## src/logic/sfifo_pkg.sv

```systemverilog
// constants, field layout and carrier types of the sensor word buffer
// assumes one 100 MHz core clock and byte-wide register access

package sfifo_pkg;

   // ----------------------------------------
   // register offsets
   // ----------------------------------------
   localparam logic [7:0] OFS_EMB_EN_B = 8'h05;
   localparam logic [7:0] OFS_CTRL_ONE = 8'h07;
   localparam logic [7:0] OFS_CTRL_TWO = 8'h08;
   localparam logic [7:0] OFS_CTRL_FOUR = 8'h0A;
   localparam logic [7:0] OFS_BATCH_ONE = 8'h0B;
   localparam logic [7:0] OFS_BATCH_TWO = 8'h0C;
   localparam logic [7:0] OFS_INT_ONE = 8'h0D;
   localparam logic [7:0] OFS_STATUS_ONE = 8'h3A;
   localparam logic [7:0] OFS_STATUS_TWO = 8'h3B;
   localparam logic [7:0] OFS_TAG = 8'h78;
   localparam logic [7:0] OFS_PAY_FIRST = 8'h79;
   localparam logic [7:0] OFS_PAY_LAST = 8'h7E;
   localparam logic [7:0] REG_RESET = 8'h00;

   // ----------------------------------------
   // field positions
   // ----------------------------------------
   localparam int COMPR_FEAT_BIT = 3;
   localparam int WTM_HIGH_BIT = 0;
   localparam int RAW_RATE_LSB = 1;
   localparam int CFG_LOG_BIT = 4;
   localparam int COMPR_RT_BIT = 6;
   localparam int MODE_LSB = 0;
   localparam int TRIG_SEL_LSB = 4;
   localparam int BATCH_SEL_BIT = 7;
   localparam int IRQ_ONE_BIT = 6;
   localparam int IRQ_TWO_BIT = 7;
   localparam int ST_WTM_BIT = 7;
   localparam int ST_OVR_BIT = 6;
   localparam int ST_FULL_BIT = 5;
   localparam int ST_BATCH_BIT = 4;

   // ----------------------------------------
   // buffer modes and store kinds
   // ----------------------------------------
   localparam logic [2:0] MODE_BYPASS = 3'h0;
   localparam logic [2:0] MODE_STOP = 3'h1;
   localparam logic [2:0] MODE_CONT_TO_STOP = 3'h3;
   localparam logic [2:0] MODE_BYP_TO_CONT = 3'h4;
   localparam logic [2:0] MODE_CONT = 3'h6;
   localparam logic [2:0] MODE_BYP_TO_STOP = 3'h7;
   localparam int NUM_TRIG = 5;
   typedef enum logic [1:0] {KIND_NONE, KIND_STOP, KIND_OVER} store_kind_t;

   // ----------------------------------------
   // word tags and sizes
   // ----------------------------------------
   localparam logic [7:0] TAG_GYR_RAW = 8'h08;
   localparam logic [7:0] TAG_ACC_RAW = 8'h10;
   localparam logic [7:0] TAG_GYR_COMP = 8'h38;
   localparam logic [7:0] TAG_ACC_COMP = 8'h40;
   localparam logic [7:0] TAG_CFG_CHANGE = 8'h48;
   localparam int BUF_DEPTH = 8;

   typedef struct packed {
      logic is_gyro;
      logic [47:0] data;
   } sample_t;

   typedef struct packed {
      logic [7:0] tag;
      logic [47:0] payload;
   } word_t;

endpackage : sfifo_pkg

```

## src/logic/sensor_fifo_trigger_readout.sv

```systemverilog
// sensor word buffer with trigger-gated modes, tagged readout and batch counter
// assumes register access and sensor inputs synchronous to core_clk_i
//
// Contract
// - mode 100 stores continuously while trigger high, else buffer held cleared.
// - mode 111 stores until full while trigger high, else buffer held cleared.
// - trigger is single tap, double tap, wake-up, free-fall or orientation change.
// - each word is seven bytes; tag byte of current word reads at 78h.
// - six payload bytes of current word read at 79h through 7Eh.
// - ten-bit unread word count reads across 3Ah and 3Bh.
// - count batch events; reaching 11-bit threshold at 0Bh/0Ch sets batch flag.
// - one select bit at 0Bh picks accelerometer or gyroscope batch events.
// - batch flag drives interrupt pin one or two when routing bit set.
// - compression active only when enables at 05h and 08h are both one.
// - while compressing, two-bit rate field forces periodic uncompressed words.
// - logging bit at 08h inserts meta words on sensor rate changes.
// - mode 001 stores until full, then accepts no more samples.
// - continuous storing overwrites the oldest words with new ones.
// - overrun flag at 3Bh sets when an unread word was overwritten.
// - watermark flag set while unread count is at least the 9-bit level.

`timescale 1ns/1ns

module sensor_fifo_trigger_readout (
   input wire logic core_clk_i,
   input wire logic nrst_i,
   input wire logic [7:0] reg_addr_i,
   input wire logic reg_wr_i,
   input wire logic reg_rd_i,
   input wire logic [7:0] reg_wdata_i,
   output logic [7:0] reg_rdata_o,
   input wire logic sample_valid_i,
   input wire sfifo_pkg::sample_t sample_i,
   output logic sample_ready_o,
   input wire logic [sfifo_pkg::NUM_TRIG-1:0] detector_events_i,
   input wire logic [3:0] acc_rate_cfg_i,
   input wire logic [3:0] gyr_rate_cfg_i,
   output logic irq_pin_one_o,
   output logic irq_pin_two_o
);
   import sfifo_pkg::*;

   // ----------------------------------------
   // decode helpers
   // ----------------------------------------
   function automatic logic hit(input logic [7:0] addr, input logic [7:0] ofs);
      hit = (addr == ofs);
   endfunction : hit

   // what storing the mode asks for, given the trigger level
   function automatic store_kind_t kind_of(input logic [2:0] mode, input logic trig);
      case (mode)
         MODE_STOP: kind_of = KIND_STOP;
         MODE_CONT: kind_of = KIND_OVER;
         MODE_BYP_TO_CONT: kind_of = trig ? KIND_OVER : KIND_NONE;
         MODE_BYP_TO_STOP: kind_of = trig ? KIND_STOP : KIND_NONE;
         MODE_CONT_TO_STOP: kind_of = trig ? KIND_STOP : KIND_OVER;
         default: kind_of = KIND_NONE;
      endcase
   endfunction : kind_of

   function automatic logic gated(input logic [2:0] mode);
      gated = (mode == MODE_BYP_TO_CONT) || (mode == MODE_BYP_TO_STOP);
   endfunction : gated

   // ----------------------------------------
   // state
   // ----------------------------------------
   logic [7:0] emb_q, emb_d, ctl1_q, ctl1_d, ctl2_q, ctl2_d, ctl4_q, ctl4_d;
   logic [7:0] bat1_q, bat1_d, bat2_q, bat2_d, irq_pin_one_q, irq_pin_one_d;
   logic [7:0] rdata_d;
   logic trig_q, trig_d, ovr_q, ovr_d, bflag_q, bflag_d;
   logic ready_d, irq1_d, irq2_d, meta_q, meta_d;
   logic [10:0] bcnt_q, bcnt_d;
   logic [5:0] rawcnt_q, rawcnt_d;
   logic [3:0] acfg_q, acfg_d, gcfg_q, gcfg_d;

   // buffer side
   word_t in_word, head;
   logic f_in_valid, f_in_ready, f_out_valid, f_out_ready, flush;
   logic [3:0] f_count;
   logic [9:0] unread;
   logic [10:0] thr;
   logic [8:0] wtm;
   logic [2:0] mode, trig_sel;
   logic [1:0] raw_rate;
   store_kind_t kind, kind_nxt;
   logic trig_now, fall, host_pop, sample_push, meta_push, drop_old, compress;
   logic force_raw, batch_evt, cfg_change, full, wtm_hit;
   logic [4:0] cnt_nxt;

   // ----------------------------------------
   // field views
   // ----------------------------------------
   assign mode = ctl4_q[MODE_LSB +: 3];
   assign trig_sel = ctl4_q[TRIG_SEL_LSB +: 3];
   assign thr = {bat1_q[2:0], bat2_q};
   assign wtm = {ctl2_q[WTM_HIGH_BIT], ctl1_q};
   assign raw_rate = ctl2_q[RAW_RATE_LSB +: 2];
   assign compress = emb_q[COMPR_FEAT_BIT] && ctl2_q[COMPR_RT_BIT];
   assign unread = {6'h00, f_count};
   assign full = (f_count == 4'(BUF_DEPTH));
   assign wtm_hit = ({5'h00, f_count} >= wtm);

   // ----------------------------------------
   // trigger and store mode
   // ----------------------------------------
   // an out-of-range selection gives a trigger that stays low
   assign trig_now = (trig_sel < 3'(NUM_TRIG)) && detector_events_i[trig_sel];
   assign kind = kind_of(mode, trig_q);
   assign fall = gated(mode) && trig_q && !trig_now;
   // bypass, or a gated mode with the trigger low, keeps the buffer empty
   assign flush = (kind == KIND_NONE) || fall;

   // ----------------------------------------
   // buffer write side
   // ----------------------------------------
   // samples are taken only on sample_ready_o, so a full stop-mode buffer stalls them
   assign sample_push = sample_valid_i && sample_ready_o && !flush;
   // room is judged from the count, not from the queue's ready, which waits on the overwrite
   assign meta_push = meta_q && !sample_push && !flush
      && (!full || host_pop || (kind == KIND_OVER));
   assign host_pop = reg_rd_i && hit(reg_addr_i, OFS_PAY_LAST) && f_out_valid;
   assign drop_old = (kind == KIND_OVER) && full && (sample_push || meta_push)
      && !host_pop;
   assign f_in_valid = sample_push || meta_push;
   assign f_out_ready = host_pop || drop_old;
   assign force_raw = (raw_rate != 2'h0)
      && (rawcnt_q == 6'((8 << raw_rate) - 1));
   assign batch_evt = sample_push && f_in_ready
      && (sample_i.is_gyro == bat1_q[BATCH_SEL_BIT]);
   assign cfg_change = (acc_rate_cfg_i != acfg_q) || (gyr_rate_cfg_i != gcfg_q);

   // word tagging: meta words record both rate settings in the last payload byte
   always_comb begin
      in_word.payload = sample_i.data;
      if (meta_push) begin
         in_word.tag = TAG_CFG_CHANGE;
         in_word.payload = {acfg_q, gcfg_q, 40'h00_0000_0000};
      end else if (compress && !force_raw) begin
         in_word.tag = sample_i.is_gyro ? TAG_GYR_COMP : TAG_ACC_COMP;
      end else begin
         in_word.tag = sample_i.is_gyro ? TAG_GYR_RAW : TAG_ACC_RAW;
      end
   end

   word_fifo #(
      .WIDTH($bits(word_t)),
      .DEPTH(BUF_DEPTH)
   ) u_buf (
      .core_clk_i(core_clk_i),
      .nrst_i(nrst_i),
      .flush_i(flush),
      .in_valid_i(f_in_valid),
      .in_data_i(in_word),
      .in_ready_o(f_in_ready),
      .out_valid_o(f_out_valid),
      .out_data_o(head),
      .out_ready_i(f_out_ready),
      .count_o(f_count)
   );

   // ----------------------------------------
   // register writes
   // ----------------------------------------
   always_comb begin
      emb_d = emb_q;
      ctl1_d = ctl1_q;
      ctl2_d = ctl2_q;
      ctl4_d = ctl4_q;
      bat1_d = bat1_q;
      bat2_d = bat2_q;
      irq_pin_one_d = irq_pin_one_q;
      if (reg_wr_i) begin
         if (hit(reg_addr_i, OFS_EMB_EN_B)) emb_d = reg_wdata_i;
         else if (hit(reg_addr_i, OFS_CTRL_ONE)) ctl1_d = reg_wdata_i;
         else if (hit(reg_addr_i, OFS_CTRL_TWO)) ctl2_d = reg_wdata_i;
         else if (hit(reg_addr_i, OFS_CTRL_FOUR)) ctl4_d = reg_wdata_i;
         else if (hit(reg_addr_i, OFS_BATCH_ONE)) bat1_d = reg_wdata_i;
         else if (hit(reg_addr_i, OFS_BATCH_TWO)) bat2_d = reg_wdata_i;
         else if (hit(reg_addr_i, OFS_INT_ONE)) irq_pin_one_d = reg_wdata_i;
      end
   end

   always_ff @(posedge core_clk_i or negedge nrst_i) begin
      if (!nrst_i) begin
         emb_q <= REG_RESET;
         ctl1_q <= REG_RESET;
         ctl2_q <= REG_RESET;
         ctl4_q <= REG_RESET;
         bat1_q <= REG_RESET;
         bat2_q <= REG_RESET;
         irq_pin_one_q <= REG_RESET;
      end else begin
         emb_q <= emb_d;
         ctl1_q <= ctl1_d;
         ctl2_q <= ctl2_d;
         ctl4_q <= ctl4_d;
         bat1_q <= bat1_d;
         bat2_q <= bat2_d;
         irq_pin_one_q <= irq_pin_one_d;
      end
   end

   // ----------------------------------------
   // flags, counters and outputs
   // ----------------------------------------
   // ready looks one cycle ahead so that the output can come from a flop
   assign cnt_nxt = flush ? 5'h00
      : 5'(f_count) + 5'(f_in_valid && f_in_ready) - 5'(f_out_ready && f_out_valid);
   assign kind_nxt = kind_of(ctl4_d[MODE_LSB +: 3], trig_now);

   always_comb begin
      trig_d = trig_now;
      acfg_d = acc_rate_cfg_i;
      gcfg_d = gyr_rate_cfg_i;
      // a change seen while a meta word waits is merged into it
      meta_d = meta_q && !meta_push;
      if (cfg_change && ctl2_q[CFG_LOG_BIT]) meta_d = 1'b1;
      if (flush) meta_d = 1'b0;
      ready_d = !meta_d && !((kind_nxt == KIND_STOP) && (cnt_nxt >= 5'(BUF_DEPTH)));
      // overrun: a flush clears it; an overwrite in the same cycle as a flush is not kept
      ovr_d = ovr_q;
      if (flush) ovr_d = 1'b0;
      if (drop_old && f_out_valid && !flush) ovr_d = 1'b1;
      // forced raw spacing counts compressed words only
      rawcnt_d = rawcnt_q;
      if (!compress || (sample_push && force_raw)) rawcnt_d = 6'h00;
      else if (sample_push) rawcnt_d = rawcnt_q + 6'h01;
      // batch counter; reading the second status byte clears the flag, a set wins
      bcnt_d = bcnt_q;
      bflag_d = bflag_q;
      if (reg_rd_i && hit(reg_addr_i, OFS_STATUS_TWO)) bflag_d = 1'b0;
      // a zero threshold disables the counter, which then waits at zero
      if (thr == 11'h000) begin
         bcnt_d = 11'h000;
      end else if (batch_evt) begin
         if (bcnt_q + 11'h001 >= thr) begin
            bcnt_d = 11'h000;
            bflag_d = 1'b1;
         end else begin
            bcnt_d = bcnt_q + 11'h001;
         end
      end
      irq1_d = bflag_d && irq_pin_one_d[IRQ_ONE_BIT];
      irq2_d = bflag_d && irq_pin_one_d[IRQ_TWO_BIT];
   end

   // register read port: answer appears the cycle after the read strobe
   always_comb begin
      rdata_d = reg_rdata_o;
      if (reg_rd_i) begin
         if (hit(reg_addr_i, OFS_EMB_EN_B)) rdata_d = emb_q;
         else if (hit(reg_addr_i, OFS_CTRL_ONE)) rdata_d = ctl1_q;
         else if (hit(reg_addr_i, OFS_CTRL_TWO)) rdata_d = ctl2_q;
         else if (hit(reg_addr_i, OFS_CTRL_FOUR)) rdata_d = ctl4_q;
         else if (hit(reg_addr_i, OFS_BATCH_ONE)) rdata_d = bat1_q;
         else if (hit(reg_addr_i, OFS_BATCH_TWO)) rdata_d = bat2_q;
         else if (hit(reg_addr_i, OFS_INT_ONE)) rdata_d = irq_pin_one_q;
         else if (hit(reg_addr_i, OFS_STATUS_ONE)) rdata_d = unread[7:0];
         else if (hit(reg_addr_i, OFS_STATUS_TWO))
            rdata_d = {wtm_hit, ovr_q, full, bflag_q, 2'h0, unread[9:8]};
         else if (hit(reg_addr_i, OFS_TAG))
            rdata_d = f_out_valid ? head.tag : 8'h00;
         else if (reg_addr_i >= OFS_PAY_FIRST && reg_addr_i <= OFS_PAY_LAST)
            rdata_d = f_out_valid ? head.payload[8*(reg_addr_i - OFS_PAY_FIRST) +: 8]
               : 8'h00;
         else rdata_d = 8'h00;
      end
   end

   always_ff @(posedge core_clk_i or negedge nrst_i) begin
      if (!nrst_i) begin
         trig_q <= 1'b0;
         acfg_q <= 4'h0;
         gcfg_q <= 4'h0;
         meta_q <= 1'b0;
         ovr_q <= 1'b0;
         rawcnt_q <= 6'h00;
         bcnt_q <= 11'h000;
         bflag_q <= 1'b0;
         sample_ready_o <= 1'b0;
         irq_pin_one_o <= 1'b0;
         irq_pin_two_o <= 1'b0;
         reg_rdata_o <= 8'h00;
      end else begin
         trig_q <= trig_d;
         acfg_q <= acfg_d;
         gcfg_q <= gcfg_d;
         meta_q <= meta_d;
         ovr_q <= ovr_d;
         rawcnt_q <= rawcnt_d;
         bcnt_q <= bcnt_d;
         bflag_q <= bflag_d;
         sample_ready_o <= ready_d;
         irq_pin_one_o <= irq1_d;
         irq_pin_two_o <= irq2_d;
         reg_rdata_o <= rdata_d;
      end
   end
endmodule : sensor_fifo_trigger_readout

```

## src/logic/word_fifo.sv

```systemverilog
// flop-based word queue with valid/ready on both sides and a flush
// assumes the owner drops the head itself when it wants overwrite

`timescale 1ns/1ns

module word_fifo #(
   parameter int WIDTH = 56,
   parameter int DEPTH = 8
) (
   input wire logic core_clk_i,
   input wire logic nrst_i,
   input wire logic flush_i,
   input wire logic in_valid_i,
   input wire logic [WIDTH-1:0] in_data_i,
   output logic in_ready_o,
   output logic out_valid_o,
   output logic [WIDTH-1:0] out_data_o,
   input wire logic out_ready_i,
   output logic [$clog2(DEPTH):0] count_o
);
   localparam int AW = $clog2(DEPTH);
   localparam logic [AW:0] FULL_CNT = (AW+1)'(DEPTH);
   localparam logic [AW-1:0] LAST_IDX = AW'(DEPTH - 1);

   logic [WIDTH-1:0] mem_q [DEPTH];
   logic [WIDTH-1:0] mem_d [DEPTH];
   logic [AW-1:0] wr_q, wr_d, rd_q, rd_d;
   logic [AW:0] cnt_q, cnt_d;
   logic push, pop;

   // ----------------------------------------
   // handshake and pointer update
   // ----------------------------------------
   // a pop frees a slot in the same cycle, so a full queue can still take a word
   assign in_ready_o = (cnt_q != FULL_CNT) || out_ready_i;
   assign out_valid_o = (cnt_q != '0);
   assign out_data_o = mem_q[rd_q];
   assign count_o = cnt_q;
   assign push = in_valid_i && in_ready_o;
   assign pop = out_valid_o && out_ready_i;

   always_comb begin
      wr_d = wr_q;
      rd_d = rd_q;
      cnt_d = cnt_q;
      if (flush_i) begin
         wr_d = '0;
         rd_d = '0;
         cnt_d = '0;
      end else begin
         if (push) wr_d = (wr_q == LAST_IDX) ? '0 : wr_q + 1'b1;
         if (pop) rd_d = (rd_q == LAST_IDX) ? '0 : rd_q + 1'b1;
         cnt_d = cnt_q + (AW+1)'(push) - (AW+1)'(pop);
      end
   end

   always_ff @(posedge core_clk_i or negedge nrst_i) begin
      if (!nrst_i) begin
         wr_q <= '0;
         rd_q <= '0;
         cnt_q <= '0;
      end else begin
         wr_q <= wr_d;
         rd_q <= rd_d;
         cnt_q <= cnt_d;
      end
   end

   // ----------------------------------------
   // storage slots
   // ----------------------------------------
   // contents need no reset: the count alone says what is valid
   for (genvar i = 0; i < DEPTH; i++) begin : g_slot
      always_comb begin
         mem_d[i] = mem_q[i];
         if (push && !flush_i && (wr_q == AW'(i))) mem_d[i] = in_data_i;
      end
      always_ff @(posedge core_clk_i) begin
         mem_q[i] <= mem_d[i];
      end
   end

endmodule : word_fifo

```

## config.mk

```make
export PLATFORM = sky130hd
export DESIGN_NAME = sensor_fifo_trigger_readout
export DESIGN_NICKNAME = d
export VERILOG_FILES = /design/src/logic/sfifo_pkg.sv /design/src/logic/sensor_fifo_trigger_readout.sv /design/src/logic/word_fifo.sv
export SDC_FILE = /design/constraint.sdc
export NUM_CORES = 1
export LEC_CHECK = 0
export ABC_AREA = 1
export BUFFER_PORTS_ARGS = -buffer_cell sky130_fd_sc_hd__clkbuf_2
export CORE_UTILIZATION = 28
export DETAILED_ROUTE_END_ITERATION = 10
export GPL_TIMING_DRIVEN = 0
export HOLD_SLACK_MARGIN = 0.1
export SYNTH_ARGS = -nofsm -noshare
export SYNTH_HDL_FRONTEND = slang
export SYNTH_HIERARCHICAL = 1
export SYNTH_SLANG_ARGS = --single-unit
export TNS_END_PERCENT = 10
```

## constraint.sdc

```tcl
create_clock -name core_clk_i -period 5.59 [get_ports core_clk_i]
set_input_delay 0.559 -clock core_clk_i [delete_from_list [all_inputs] [get_ports core_clk_i]]
set_output_delay 0.559 -clock core_clk_i [all_outputs]
set_load 0.02 [all_outputs]
```

---- Word-level counts from Yosys, hierarchy flattened ----
Memory sizes are Yosys's and may differ from the RTL's.
Cells that the tools add are included.
cells by class
  add/subtract/negate cells ............... 10
  multiply operators ...................... 0
  div/mod/pow operators ................... 0
  order comparisons ....................... 7
  eq/ne operators ......................... 45
  shift-type cells ........................ 2
  mux-type cells .......................... 91
  bitwise operators ....................... 6
  reduce and logical (&&, ||, !) cells .... 83
operators with widths
  operator               number
  $mux 56                15
  $reduce_or 56->1       7
  $mux 8                 21
  $mux 3                 18
  $mux 48                1
  $shiftx 48x33->8       1
  $eq 8x4->1 const B     5
  $logic_and 1x1->1      40
  $eq 3x3->1 const B     11
  $mux 11                3
  $mux 7                 3
  $pmux 2 s5             2
  $mux 1                 18
  $eq 8x3->1 const B     2
  $eq 8x6->1 const B     2
  $eq 8x7->1 const B     2
  $eq 3x2->1 const B     4
  $mux 6                 2
  $reduce_bool 2->1      6
  $add 11x1->11 const B  1
  $ge 11x11->1           1
  $logic_not 11->1       1
  $logic_not 1->1        10
  $mux 5                 2
  other kinds (39)       66
word-level totals
  bits in registers ....................... 106
  latch bits .............................. 0
  bits in writable memories ............... 448
  ROM bits ................................ 0
  input port bits ......................... 83
  output and inout bits ................... 11
  logic and storage cells ................. 269
  memories kept ........................... 1
memory list
  memory       words  bits a word  read ports  clocked after Yosys merged registers in  write ports  line             RTL
  u_buf.mem_q  8      56           1           0                                        1            word_fifo.sv:25  logic [WIDTH-1:0] mem_q [DEPTH];

---- Logic depth before layout (Yosys ltp) ----
  word-level depth ........................ 29
  gate-level depth with buffers ........... 28
  gate-level depth less buffers ........... 28

---- Cells and area by module ----
The synthesis kept the hierarchy.
modules (own cells, without submodules)
  module                       times used  cells each  area each (sq um)  sequential area each (sq um)
  word_fifo                    1           2,032       20,235.7           13,703.1
  sensor_fifo_trigger_readout  1           1,037       6,924.1            2,402.3

---- Least setup slack after synthesis ----
Ideal clock, no wire load.
  kind .................................... input to register
  from .................................... input reg_addr_i[0]
  to ...................................... memory u_buf.mem_q[0][0] (enable)
  library setup time ...................... 0.470 ns
  data arrival time ....................... 5.048 ns
  data required time ...................... 5.120 ns
  setup slack ............................. 0.072 ns
  cell stages on the path ................. 17
  path buffers ............................ 1
  path through ............................ inv_1 buf_1 ha_1 inv_1 nor2_2 nand4_2 nand3b_1 nand2_1 nor2_1 nand2_2 nand2_1 nand2_1 nand2_1 nor2_1 nand2_1 nand3_1 nor2_1
on the way
  longest elaborated chain between the ends .. 23
  elaborated cells between the ends (all ways) .. 51
  classes of those cells .................. 9 x eq/ne; 14 x mux; 28 x reduce/logical
RTL lines
  element                                                          line                                RTL
  start: declaration                                               sensor_fifo_trigger_readout.sv:27   input wire logic [7:0] reg_addr_i,
  $eq 8x7->1 *                                                     sensor_fifo_trigger_readout.sv:47   hit = (addr == ofs);
  $logic_and 1x1->1 * (2 in series)                                sensor_fifo_trigger_readout.sv:123  assign host_pop = reg_rd_i && hit(reg_addr_i, OFS_PAY_LAST) && f_out_valid;
  $logic_or 1x1->1 * (2 in series)                                 sensor_fifo_trigger_readout.sv:122  && (!full || host_pop || (kind == KIND_OVER));
  $logic_and 1x1->1 *                                              sensor_fifo_trigger_readout.sv:122
  $logic_or 1x1->1 *                                               sensor_fifo_trigger_readout.sv:126  assign f_in_valid = sample_push || meta_push;
  net f_in_valid                                                   sensor_fifo_trigger_readout.sv:80   logic f_in_valid, f_in_ready, f_out_valid, f_out_ready, flush;
  $logic_and 1x1->1 *                                              sensor_fifo_trigger_readout.sv:124  assign drop_old = (kind == KIND_OVER) && full && (sample_push || meta_push)
  $logic_and 1x1->1 *                                              sensor_fifo_trigger_readout.sv:125  && !host_pop;
  (+1 left out)                                                    -
  net f_out_ready                                                  sensor_fifo_trigger_readout.sv:80
  $logic_or 1x1->1 *                                               word_fifo.sv:35                     assign in_ready_o = (cnt_q != FULL_CNT) || out_ready_i;
  net f_in_ready                                                   sensor_fifo_trigger_readout.sv:80
  $logic_and 1x1->1 *                                              word_fifo.sv:39                     assign push = in_valid_i && in_ready_o;
  $logic_and 1x1->1 *                                              word_fifo.sv:76                     if (push && !flush_i && (wr_q == AW'(i))) mem_d[i] = in_data_i;
  $logic_and 1x1->1                                                word_fifo.sv:76
  $ne 1x1->1 (no line)                                             -
  $reduce_or 56->1 (no line)                                       -
  $mux 3 (no line) / $mux 1 (equally long branches) (7 in series)  -
  end: declaration                                                 word_fifo.sv:25
Mark *: on every way through the listed nets, which the timed path passes. The rest lies on a longest branch.

---- Worst setup path after layout ----
  from .................................... input reg_addr_i[0]
  to ...................................... memory u_buf.mem_q[4][13] (enable)
The elaborated chain is that of the path after synthesis.

==> results.json <==
{
  "ir_drop_mv": 0.231,
  "setup_viol": 0,
  "synth_area_leader_cell": "edfxtp_1",
  "layout-drive-gt1-share_pct": 10.5,
  "async_flop_share_pct": 19.1,
  "synth_area_leaders": "edfxtp_1, nand2_1, dfrtp_1, inv_1, nand3_1",
  "synth_flop_cell": "edfxtp_1",
  "clock-sinks": 554,
  "grt_max_degree": 107,
  "syn_area_per_cell_um2": 8.85,
  "drtAntennaViolNets": 0,
  "portBuffers": 93,
  "finalCoreUtilization_pct": 33.3,
  "cts_buffers": 55,
  "setup_ws_ps": 418,
  "dp_hpwl_mm": 51.0,
  "rsz0062_at_grt": "no",
  "fmax_mhz": 193,
  "drc": 1,
  "yosys.area_share.xor_xnor_pct": 0.516,
  "worstPathRequired_ps": 5930,
  "highest_layer": "met5",
  "wl_met3_mm": 3.67,
  "dr_wl_met2_mm": 35.9,
  "ys_warn_count": 6,
  "clock_path_buffers": 3,
  "hold_ws_ps": 193,
  "grtUsageTotal_pct": 15.2,
  "rows": 113,
  "fin_area_mm2": 0.0318,
  "gr-total-overflow": 0,
  "drt-wirelength-per-cell_um": 16.3,
  "first_pass_iters": 9,
  "cts.clk_slew.worst_paths_ps": 60,
  "fill_cells": 9825,
  "syn_area_mm2": 0.0272,
  "wl_met1_mm": 32.6,
  "slew_headroom_pct": 35.9,
  "core_area_mm2": 0.0956,
  "path_class": "in2reg",
  "yosys.area_share.simple_pct": 24.0,
  "cp_max_fo": 23,
  "worstMarginPinSlew_ps": 951,
  "synth-edff-count": 448,
  "synth_top_area_share_pct": 49.5,
  "fin_crit_sh_pct": 92.5,
  "p_leak_nw": 15.0,
  "antenna_found_initial": 4,
  "violations": "design-rule violations",
  "path_cells": "clkbuf_2 -> inv_1 -> buf_1 -> ha_1 -> inv_1 -> nor2_2 -> nand4_2 -> nand3b_1 -> nand2_1 -> nor2_1 -> nand2_2 -> nand2_1 -> nand2_1 -> nand2_1 -> nor2_1 -> nand2_1 -> nand3_1 -> nor2_4 -> buf_12 -> buf_12",
  "crit_path_end_kind": "register",
  "start_kind": "primary input",
  "dp_worst_setup_slack_ps": -173,
  "drt_iter0_drc": 1476,
  "power_frac_comb_pct": 3.9,
  "syn2layout_area_growth_pct": 17.1,
  "netlist_instances": 3069,
  "maxCapViolCount": 0,
  "synth_common_cells": "nand2_1, inv_1, edfxtp_1",
  "place_area_mm2": 0.0298,
  "synth.distinct_cells": 52,
  "dieArea_mm2": 0.0982,
  "vias_per_cell": 4.40,
  "h-tree-depth": 2,
  "place_congestion": 0.905,
  "crit_slowest_cell": "nor2_4",
  "worstPathArrival_ps": 5510,
  "cellPowerDensity_mw_per_mm2": 277,
  "ctsRootBufferMaster": "clkbuf_16",
  "max_stage_delay_ps": 740,
  "nNetsFinal": 3405,
  "ys_ff_latch": 554,
  "insertion_delay_ps": 650,
  "wl_mm": 74.8,
  "synth_top_family_by_area": "simple AND/OR/NAND/NOR gates",
  "die_width_um": 313,
  "grt_pass1_wl_mm": 114,
  "finalCriticalPeriod_ps": 5170,
  "status": "finished, violations left",
  "first_global_vias": 19200,
  "p_switching_mw": 1.93,
  "yosysMostFrequentCell": "nand2_1",
  "synth_compound_area_share_pct": 2.85,
  "seq_area_frac_synth_pct": 59.3,
  "power_frac_seq_pct": 51.2,
  "cts_setup_buffers": 0,
  "netSwitchingFraction_pct": 21.9,
  "report.final.slew_viol_count": 0,
  "vias": 20200,
  "hp-class": "in2reg",
  "synth_mux_area_share_pct": 0.175,
  "finalClockSkew_ps": 33.1,
  "num_io_pins": 94,
  "tritoncts": "yes",
  "cp_common_cell": "nand2_1",
  "initial_core_util_pct": 28.4,
  "p_clk_share_pct": 44.9,
  "synthAdderAreaFrac_pct": 2.17,
  "internal_power_mw": 6.88,
  "finalHoldViolations": 0,
  "die_h_um": 313
}
[stage by stage]
stage | setup TNS, ps | total power [mW] | instances
2_1_floorplan | 0 | 4.78 | 3100
4_1_cts | 0 | 8.89 | 4588
3_5_place_dp | -13980 | 4.94 | 4475
5_1_grt | 0 | 9.10 | 4591
6_report | 0 | 8.81 | 4591
3_3_place_gp | -1603410 | 4.93 | 4458
[power groups by stage]
stage	sequential [mW]	combinational [mW]	clock, mW
after global placement	4.60	0.332	0
after detailed placement	4.60	0.341	0
after floorplan	4.59	0.187	0
after global routing	4.51	0.387	4.20
after CTS	4.51	0.349	4.03
final	4.51	0.345	3.95
[cells in the final DEF, fill, tap and decap left out, types with 8 or more instances in the layout]
cell type	Yosys	final
a21oi_1	43	43
buf_12	0	14
buf_2	65	65
buf_6	14	14
bufinv_16	0	8
clkbuf_1	22	26
clkbuf_16	0	57
clkbuf_2	0	92
clkinv_1	1	11
clkinv_2	0	8
conb_1	1	32
dfrtp_1	106	106
dlygate4sd3_1	0	9
edfxtp_1	448	448
ha_1	44	44
inv_1	616	616
inv_2	10	10
nand2_1	1105	1105
nand2_2	14	14
nand3_1	290	290
nand4_1	17	17
nor2_1	94	86
nor2_4	2	10
nor3_1	9	9
o21ai_0	71	71
o21ai_1	15	15
xor2_1	10	10
[logic make-up after synthesis]
family / count (synthesis)
and+or+nand+nor: 1562
buffers and inverters: 741
DFF: 554
AOI/OAI and AO/OA: 145
adders and majority gates: 46
xor gates and xnor gates: 16
muxes: 4
other: 1
[metal layers]
metal / vias to the layer above / GRT usage, %
met1: 9591 / 19.6
met2: 533 / 25.7
met3: 136 / 2.01
met4: 2 / 5.96
met5: - / 0
li1: 9959 / -
[final timing paths]
path	startpoint	end	slack [ps]	cells after the start
max	reg_addr_i[0]	u_buf/mem_q[4][13]	420	20
max reg2reg	u_buf/count_o[2]	u_buf/mem_q[4][13]	570	18
min reg2reg	reg_rdata_o[6]	reg_rdata_o[6]	480	2
min	reg_wdata_i[3]	ctl4_q[3]	190	3
min in group asynchronous	nrst_i	bcnt_q[8]	560	3
max in group asynchronous	nrst_i	acfg_q[3]	4560	3
[critical path, delay by kind of cell]
family                     cells  cell delay (ps)
buffers and inverters          6             1630
and+or+nand+nor               13             3010
adders and majority gates      1              250
[repair_timing]
item,4_1_cts,5_1_grt
hold buffers,9,0
hold endpoints to repair,114,0
gates resized for setup,0,0
[final cells by class]
type	count	area, um^2	area share (%)
Sequential cell	554	16100	50.6
Clock inverter	39	465	1.46
Timing Repair Buffer	119	927	2.91
Antenna cell	3	7.51	0.0236
Inverter	628	2360	7.42
Buffer	113	633	1.99
Tap cell	1265	1580	4.98
Multi-Input combinational cell	1805	8240	25.9
Clock buffer	65	1490	4.68
[registers in the layout, indices dropped and copies added (netlist names), 3 cells and up]
name,count
reg_rdata_o,8
bcnt_q,11
irq_pin_one_q,8
ctl4_q,8
acfg_q,4
bat2_q,8
rawcnt_q,6
u_buf/rd_q,3
u_buf/mem_q,448
gcfg_q,4
u_buf/wr_q,3
emb_q,8
ctl1_q,8
bat1_q,8
ctl2_q,8
u_buf/count_o,4
(Power assumes the default switching activity.)
